===== src/pkg/sbet_pkg.sv =====
// Purpose: Shared constants and types for the 16-bit event timer
// Assumes: Classic Wishbone register access, 32-bit data words
// Notes: Register byte offsets are word aligned
package sbet_pkg;

    localparam int CNT_W = 16;
    localparam logic [7:0] OFS_MODE = 8'h00;
    localparam logic [7:0] OFS_PRESC = 8'h04;
    localparam logic [7:0] OFS_COUNT = 8'h08;
    localparam logic [7:0] OFS_CMP_PRI = 8'h0C;
    localparam logic [7:0] OFS_CMP_SEC = 8'h10;
    localparam logic [7:0] OFS_IRQ_STAT = 8'h14;
    localparam logic [7:0] OFS_IRQ_MASK = 8'h18;

    localparam int MODE_OVF_BIT = 0;
    localparam int MODE_INV_BIT = 1;
    localparam int MODE_RUN_LO = 2;
    localparam int MODE_RUN_HI = 3;
    localparam int PRESC_ES_LO = 4;
    localparam int PRESC_ES_HI = 5;

    localparam logic [7:0] MODE_RESET = 8'h00;
    localparam logic [7:0] PRESC_RESET = 8'h00;
    localparam logic [15:0] CMP_RESET = 16'h0000;
    localparam logic [15:0] COUNT_MAX = 16'hFFFF;
    localparam logic [15:0] COUNT_ZERO = 16'h0000;
    localparam logic [2:0] IRQ_RESET = 3'h0;
    localparam int IRQ_PRI = 0;
    localparam int IRQ_SEC = 1;
    localparam int IRQ_OVF = 2;

    typedef enum logic [1:0] {
        SBET_RUN_STOP = 2'b00,
        SBET_RUN_FREE = 2'b01,
        SBET_RUN_EDGE = 2'b10,
        SBET_RUN_MATCH = 2'b11
    } sbet_run_t;

    typedef enum logic [1:0] {
        SBET_EDGE_FALL = 2'b00,
        SBET_EDGE_RISE = 2'b01,
        SBET_EDGE_NONE = 2'b10,
        SBET_EDGE_BOTH = 2'b11
    } sbet_edge_t;

    typedef struct packed {
        logic cyc;
        logic stb;
        logic we;
        logic [3:0] sel;
        logic [7:0] adr;
        logic [31:0] dat;
    } sbet_wb_req_t;

endpackage


===== src/rtl/sbet_edge_det.sv =====
// Purpose: Valid edge detector for the event input pin
// Assumes: Pin input synchronous to clk_i
// Notes: Output pulse is one cycle wide
`timescale 1ns/10ps
`default_nettype none
module sbet_edge_det
    import sbet_pkg::*;
(
    input wire logic clk_i,
    input wire logic rst_i,
    input wire logic pin_i,
    input wire sbet_pkg::sbet_edge_t sel_i,
    output logic edge_o
);
    import sbet_pkg::*;

    logic prev_q;

    always_ff @(posedge clk_i) begin
        if (rst_i) begin
            prev_q <= 1'b0;
        end else begin
            prev_q <= pin_i;
        end
    end

    // Edge choice per prescaler bits 5:4
    always_comb begin
        case (sel_i)
            SBET_EDGE_FALL: edge_o = prev_q & ~pin_i;
            SBET_EDGE_RISE: edge_o = ~prev_q & pin_i;
            SBET_EDGE_BOTH: edge_o = prev_q ^ pin_i;
            default: edge_o = 1'b0;
        endcase
    end
endmodule
`default_nettype wire


===== src/rtl/sbet_timer.sv =====
// Purpose: 16-bit timer and external event counter with Wishbone registers
// Assumes: Classic Wishbone slave, one clock, event pin synchronous
// Notes: Counts one per valid pin edge, or every cycle when the edge select is none
//
// Local design decisions: the address map and the Wishbone register port.
`timescale 1ns/10ps
`default_nettype none
module sbet_timer
    import sbet_pkg::*;
#(
    parameter int W = 16
)
(
    input wire logic clk_i,
    input wire logic rst_i,
    input wire sbet_pkg::sbet_wb_req_t wb_i,
    output logic [31:0] wb_dat_o,
    output logic wb_ack_o,
    output logic wb_err_o,
    input wire logic event_input_pin_i,
    output logic primary_match_irq_o,
    output logic secondary_match_irq_o,
    output logic irq_o
);
    import sbet_pkg::*;

    logic [7:0] mode_q;
    logic [7:0] presc_q;
    logic [W-1:0] count_q;
    logic [W-1:0] cmp_pri_q;
    logic [W-1:0] cmp_sec_q;
    logic [2:0] stat_q;
    logic [2:0] mask_q;
    logic ev_edge;
    logic tick;
    logic wrap;
    logic pri_hit;
    logic sec_hit;
    logic clr_cnt;
    logic wr_acc;
    logic valid_adr;
    sbet_run_t run;
    sbet_edge_t esel;

    assign run = sbet_run_t'(mode_q[MODE_RUN_HI:MODE_RUN_LO]);
    assign esel = sbet_edge_t'(presc_q[PRESC_ES_HI:PRESC_ES_LO]);

    ////////////////////////////////////////////////////////////////////////
    // Event edge detection
    sbet_edge_det u_edge (
        .clk_i(clk_i),
        .rst_i(rst_i),
        .pin_i(event_input_pin_i),
        .sel_i(esel),
        .edge_o(ev_edge)
    );

    ////////////////////////////////////////////////////////////////////////
    // Counter
    // Edge select none means internal clock counting
    assign tick = (run != SBET_RUN_STOP) && ((esel == SBET_EDGE_NONE) || ev_edge);
    assign wrap = tick && (count_q == COUNT_MAX[W-1:0]);
    assign pri_hit = tick && (count_q == cmp_pri_q);
    assign sec_hit = tick && (count_q == cmp_sec_q);
    assign clr_cnt = ((run == SBET_RUN_EDGE) && ev_edge)
        || ((run == SBET_RUN_MATCH) && pri_hit);

    always_ff @(posedge clk_i) begin
        if (rst_i) begin
            count_q <= COUNT_ZERO[W-1:0];
        end else if (run == SBET_RUN_STOP) begin
            count_q <= COUNT_ZERO[W-1:0];
        end else if (clr_cnt) begin
            count_q <= COUNT_ZERO[W-1:0];
        end else if (tick) begin
            count_q <= count_q + 1'b1;
        end
    end

    ////////////////////////////////////////////////////////////////////////
    // Wishbone register access
    assign wr_acc = wb_i.cyc && wb_i.stb && wb_i.we && !wb_ack_o && !wb_err_o;
    always_comb begin
        case (wb_i.adr)
            OFS_MODE, OFS_PRESC, OFS_COUNT, OFS_CMP_PRI,
            OFS_CMP_SEC, OFS_IRQ_STAT, OFS_IRQ_MASK: valid_adr = 1'b1;
            default: valid_adr = 1'b0;
        endcase
    end

    always_ff @(posedge clk_i) begin
        if (rst_i) begin
            mode_q <= MODE_RESET;
        end else begin
            if (wr_acc && wb_i.adr == OFS_MODE && wb_i.sel[0]) begin
                mode_q[MODE_RUN_HI:MODE_INV_BIT] <= wb_i.dat[MODE_RUN_HI:MODE_INV_BIT];
                // Written one sets, written zero clears; hardware wrap wins unless the write selects the stop run mode
                mode_q[MODE_OVF_BIT] <= wb_i.dat[MODE_OVF_BIT] || wrap;
                if (wb_i.dat[MODE_RUN_HI:MODE_RUN_LO] == SBET_RUN_STOP) begin
                    mode_q[MODE_OVF_BIT] <= wb_i.dat[MODE_OVF_BIT];
                end
            end else if (wrap) begin
                mode_q[MODE_OVF_BIT] <= 1'b1;
            end
        end
    end

    always_ff @(posedge clk_i) begin
        if (rst_i) begin
            presc_q <= PRESC_RESET;
            cmp_pri_q <= CMP_RESET[W-1:0];
            cmp_sec_q <= CMP_RESET[W-1:0];
            mask_q <= IRQ_RESET;
        end else if (wr_acc) begin
            if (wb_i.adr == OFS_PRESC && wb_i.sel[0]) begin
                presc_q <= wb_i.dat[7:0];
            end
            if (wb_i.adr == OFS_CMP_PRI && wb_i.sel[0]) begin
                cmp_pri_q[7:0] <= wb_i.dat[7:0];
            end
            if (wb_i.adr == OFS_CMP_PRI && wb_i.sel[1]) begin
                cmp_pri_q[W-1:8] <= wb_i.dat[W-1:8];
            end
            if (wb_i.adr == OFS_CMP_SEC && wb_i.sel[0]) begin
                cmp_sec_q[7:0] <= wb_i.dat[7:0];
            end
            if (wb_i.adr == OFS_CMP_SEC && wb_i.sel[1]) begin
                cmp_sec_q[W-1:8] <= wb_i.dat[W-1:8];
            end
            if (wb_i.adr == OFS_IRQ_MASK && wb_i.sel[0]) begin
                mask_q <= wb_i.dat[2:0];
            end
        end
    end

    ////////////////////////////////////////////////////////////////////////
    // Sticky status, write one to clear, set wins
    logic [2:0] ev_set;
    logic [2:0] w1c;
    assign ev_set = {wrap, sec_hit, pri_hit};
    assign w1c = (wr_acc && wb_i.adr == OFS_IRQ_STAT && wb_i.sel[0]) ? wb_i.dat[2:0] : 3'h0;

    always_ff @(posedge clk_i) begin
        if (rst_i) begin
            stat_q <= IRQ_RESET;
            irq_o <= 1'b0;
            primary_match_irq_o <= 1'b0;
            secondary_match_irq_o <= 1'b0;
        end else begin
            stat_q <= (stat_q & ~w1c) | ev_set;
            irq_o <= |(((stat_q & ~w1c) | ev_set) & mask_q);
            primary_match_irq_o <= pri_hit;
            secondary_match_irq_o <= sec_hit;
        end
    end

    ////////////////////////////////////////////////////////////////////////
    // Read data and ack, one cycle after request
    always_ff @(posedge clk_i) begin
        if (rst_i) begin
            wb_ack_o <= 1'b0;
            wb_err_o <= 1'b0;
            wb_dat_o <= 32'h0000_0000;
        end else begin
            wb_ack_o <= wb_i.cyc && wb_i.stb && !wb_ack_o && !wb_err_o && valid_adr;
            wb_err_o <= wb_i.cyc && wb_i.stb && !wb_ack_o && !wb_err_o && !valid_adr;
            case (wb_i.adr)
                OFS_MODE: wb_dat_o <= {24'h00_0000, mode_q};
                OFS_PRESC: wb_dat_o <= {24'h00_0000, presc_q};
                OFS_COUNT: wb_dat_o <= {{(32-W){1'b0}}, count_q};
                OFS_CMP_PRI: wb_dat_o <= {{(32-W){1'b0}}, cmp_pri_q};
                OFS_CMP_SEC: wb_dat_o <= {{(32-W){1'b0}}, cmp_sec_q};
                OFS_IRQ_STAT: wb_dat_o <= {29'h0000_0000, stat_q};
                OFS_IRQ_MASK: wb_dat_o <= {29'h0000_0000, mask_q};
                default: wb_dat_o <= 32'h0000_0000;
            endcase
        end
    end

    ////////////////////////////////////////////////////////////////////////
    // Assertions
    a_ovf_on_wrap: assert property (@(posedge clk_i) disable iff (rst_i)
        (wrap && !(wr_acc && wb_i.adr == OFS_MODE && wb_i.sel[0]
        && wb_i.dat[MODE_RUN_HI:MODE_RUN_LO] == SBET_RUN_STOP))
        |=> mode_q[MODE_OVF_BIT]) else $error("overflow flag not set on wrap");
    a_ovf_sw_set: assert property (@(posedge clk_i) disable iff (rst_i)
        (wr_acc && wb_i.adr == OFS_MODE && wb_i.sel[0] && wb_i.dat[0])
        |=> mode_q[MODE_OVF_BIT]) else $error("software set of overflow lost");
    a_ovf_stop_clr: assert property (@(posedge clk_i) disable iff (rst_i)
        (wr_acc && wb_i.adr == OFS_MODE && wb_i.sel[0] && wb_i.dat[3:0] == 4'h0)
        |=> !mode_q[MODE_OVF_BIT]) else $error("overflow flag not cleared");
    a_edge_count: assert property (@(posedge clk_i) disable iff (rst_i)
        (run == SBET_RUN_FREE && esel == SBET_EDGE_RISE && !ev_edge)
        |=> count_q == $past(count_q)) else $error("count moved without edge");
    a_pri_match: assert property (@(posedge clk_i) disable iff (rst_i)
        (tick && count_q == cmp_pri_q) |=> primary_match_irq_o)
        else $error("primary match missed");
    a_sec_match: assert property (@(posedge clk_i) disable iff (rst_i)
        (tick && count_q == cmp_sec_q) |=> secondary_match_irq_o)
        else $error("secondary match missed");
    a_count_read: assert property (@(posedge clk_i) disable iff (rst_i)
        (wb_i.cyc && wb_i.stb && !wb_i.we && wb_i.adr == OFS_COUNT && !wb_ack_o && !wb_err_o)
        |=> wb_ack_o && wb_dat_o[W-1:0] == $past(count_q)) else $error("count read wrong");
    a_stop_clear: assert property (@(posedge clk_i) disable iff (rst_i)
        (run == SBET_RUN_STOP) |=> count_q == COUNT_ZERO[W-1:0])
        else $error("stopped counter not cleared");
    a_irq_level: assert property (@(posedge clk_i) disable iff (rst_i)
        ##1 irq_o == |($past(stat_q & ~w1c | ev_set) & $past(mask_q)))
        else $error("interrupt level wrong");
endmodule
`default_nettype wire


===== config.mk =====
export PLATFORM = sky130hd
export DESIGN_NAME = sbet_timer
export DESIGN_NICKNAME = d
export VERILOG_FILES = /design/src/pkg/sbet_pkg.sv /design/src/rtl/sbet_edge_det.sv /design/src/rtl/sbet_timer.sv
export SDC_FILE = /design/constraint.sdc
export NUM_CORES = 1
export LEC_CHECK = 0
export ABC_AREA = 1
export BUFFER_PORTS_ARGS = -buffer_cell sky130_fd_sc_hd__buf_2
export CAP_MARGIN = 40
export CORE_ASPECT_RATIO = 2
export CORE_MARGIN = 2
export CORE_UTILIZATION = 35
export DETAILED_ROUTE_END_ITERATION = 12
export PLACE_DENSITY_LB_ADDON = 0.05
export SLEW_MARGIN = 10
export SYNTH_ARGS = -nofsm -noshare
export SYNTH_HDL_FRONTEND = slang
export SYNTH_SLANG_ARGS = --single-unit

===== constraint.sdc =====
create_clock -name clk_i -period 1.6 [get_ports clk_i]
set_clock_uncertainty 0.05 [all_clocks]
set_input_delay 0.32 -clock clk_i [delete_from_list [all_inputs] [get_ports clk_i]]
set_output_delay 0.32 -clock clk_i [all_outputs]
set_load 0.02 [all_outputs]

==> metrics.yaml <==
htreeDepth: 3
cts_tree: "done"
synth_cell_types: 38
status: "finished with violations"
cts_buffers: 9
place_inst: 969
cts_hold_buf: 0
grt_antenna_before_repair: 0
drive_above_1_share_pct: 32.1
arrival_ns: 1.83
slowest_delay_ns: 0.34
crit_path_cell_trace: "ha_4 > nand2_2 > nand3_2 > nand3_2 > nand2_4 > inv_8 > nand4_4 > nand3_4 > nor2_2"
cp_max_fo: 8
p_leak_nw: 2.80
postLayoutSetupSlackWorst_ns: -0.00221
start_kind: "flop"
floorplan.die.height_um: 168
multi_input_area_um2: 2530
design_area_um2: 6200
switching_share_pct: 25.0
dpl.hpwl_mm: 11.0
p_int_mw: 3.39
clkPwrFrac_pct: 46.3
wl_met3_um: 376
post_cts_buffers: 0
ys_seq_elements: 88
wl_met1_mm: 6.08
drt-vias-per-instance: 4.72
start_util_pct: 35.5
path_class: "flop to flop"
synthArstFlopShare_pct: 0
synth_edf_count: 0
cts.path.max_buffers: 2
die_area_um2: 14500
grt_start_max_net_pins: 25
grt_pass1_vias: 4493
finalWirelength_mm: 14.0
p_comb_share_pct: 5.1
mostFrequentLayoutCell: "nand2_1"
hold_violations: 0
final.fill_count: 1451
vias: 4653
drt-initial-drc-count: 213
antenna_left: 0
final_cell_mix: "139 x nand2_1, 101 x buf_4, 79 x dfxtp_1, 77 x inv_1, 76 x nor2_1"
max_cap_viol_count: 0
syn_to_final_growth_pct: 31.5
rows: 60
path_common_cell: "nand3_2"
root_buffer: "clkbuf_16"
crit_slowest_cell: "dfxtp_2"
chipWidth_um: 86.1
synth_flop_cell: "dfxtp_1"
clkTransAtPathRegs_ns: 0.07
grt_pass1_wl_mm: 22.5
grt_overflow_total: 0
gp_congestion: 0.826
route.met2.wl_mm: 7.09
rsz0062_at_grt: "yes"
setup_viol: 1
violations: "setup timing"
io_pins: 87
first_pass_iters: 4
core-area_um2: 13300
power.density_nw_per_um2: 728
fin_crit_ns: 1.60
end_kind: "flop"
ys_seq_area_share_pct: 37.3
fmax_mhz: 624
grt_usage_pct: 20.1
clk-insertion-delay-late_ns: 0.35
p_sw_mw: 1.13
drv_slew: 0
fin_util_pct: 46.7
vdd_ir_drop_max_mv: 0.484
n_antenna_cell: 0
yosysWarnings: 0
nNetsFinal: 879
ff_latch_area_um2: 1780
portBuffers: 52
cts.sinks: 88
highest_layer: "met4"
final_cells: 986
drcViolationCount: 0
placed_cell_area_um2: 5730
syn_avg_cell_area_um2: 6.94
pwr-share-seq_pct: 48.5
period_share_pct: 100
syn_area_um2: 4720
hp-class: "input port to flop"
required_ns: 1.83
avgRoutedWirePerCell_um: 14.2
syn_inst: 680
-- worst max-delay path: cells and delay by family (launching register included) --
| family | cells | cell delay, ns |
|---|---|---|
| AND/OR/NAND/NOR | 7 | 0.81 |
| buffers and inverters | 1 | 0.07 |
| adder cells (fa/ha/maj) | 1 | 0.26 |
| flip-flops | 1 | 0.34 |
-- sequential cells by signal, indices dropped and copies added (netlist names) --
| register | cells |
|---|---|
| u_edge.prev_q | 1 |
| secondary_match_irq_o | 1 |
| wb_err_o | 1 |
| wb_ack_o | 1 |
| irq_o | 1 |
| cmp_pri_q | 16 |
| stat_q | 3 |
| presc_q | 8 |
| cmp_sec_q | 16 |
| mode_q | 4 |
| mask_q | 3 |
| primary_match_irq_o | 1 |
| wb_dat_o | 16 |
| count_q | 16 |
-- final timing paths --
kind,from,endpoint,slack (ns),cells past startpoint
setup / recovery,u_edge.prev_q,count_q[2],-0.002,9
hold reg to reg,presc_q[6],presc_q[6],0.40,2
hold / removal,rst_i,wb_err_o,0.17,2
setup reg to reg,u_edge.prev_q,count_q[2],-0.002,9
-- metal layers --
metal | up-vias | track usage (%)
met1 | 2132 | 25.0
li1 | 2422 | -
met2 | 80 | 34.0
met5 | - | 0
met3 | 19 | 2.84
met4 | 0 | 9.04
-- final cells by class --
class                      count  area share (%)
inverter                      97            6.03
clock buffer                  10            3.85
clock inverter                 6           0.807
sequential                    88            28.6
tap                          155            3.13
timing repair buffer         155            16.8
multi-input combinational    475            40.8
-- per-stage QoR --
step	setup WS, ns	setup TNS [ns]	hold slack [ns]	power [mW]
3_3_place_gp	-0.218	-5.72	0.390	2.47
3_5_place_dp	-0.261	-6.68	0.395	2.47
2_1_floorplan	0.000316	0	0.339	2.39
6_report	-0.00221	-0.00221	0.173	4.52
5_1_grt	-0.0975	-1.30	0.169	4.67
4_1_cts	-0.0203	-0.0672	0.156	4.57
-- Yosys cell counts, types with 5 or more instances --
master / n / share of area [%]
xor2_1: 21 / 3.9
nand3_1: 19 / 2.0
nor2_1: 85 / 6.8
buf_4: 19 / 3.0
nor2_4: 5 / 1.2
nand2_1: 142 / 11
dfxtp_1: 88 / 37
nor2_2: 19 / 2.5
o21ai_1: 12 / 1.3
nand3_2: 7 / 1.5
buf_6: 6 / 1.4
inv_2: 17 / 1.4
inv_1: 79 / 6.3
nor3_1: 10 / 1.1
clkbuf_1: 6 / 0.48
o21ai_0: 45 / 4.8
a21oi_1: 46 / 4.9
o22ai_1: 15 / 2.0
-- kinds of logic (layout without fill, tap and decap cells) --
kind of cell / Yosys count / in the layout / share of synthesized area [%]
AND/OR/NAND/NOR: 305 / 306 / 29.6
buffers and inverters: 133 / 268 / 13.6
AO/OA/AOI/OAI: 129 / 129 / 14.7
flip-flops: 88 / 88 / 37.3
XOR/XNOR: 21 / 21 / 3.90
adder cells (fa/ha/maj): 3 / 3 / 0.796
other: 1 / 16 / 0.0795
-- power groups by stage --
stage          registers (mW)  clock network [mW]  logic, mW
2_1_floorplan            2.25                   0      0.146
3_3_place_gp             2.24                   0      0.225
3_5_place_dp             2.24                   0      0.225
4_1_cts                  2.19                2.15      0.229
5_1_grt                  2.19                2.22      0.258
6_report                 2.19                2.09      0.233
-- repair_timing --
action	CTS	global route
endpoints found under the hold margin	0	0
setup endpoints to repair	19	34
gates resized for setup	25	32
pin swaps	6	8
cloned	1	0
No activity file was read; power rests on OpenSTA's default activity.
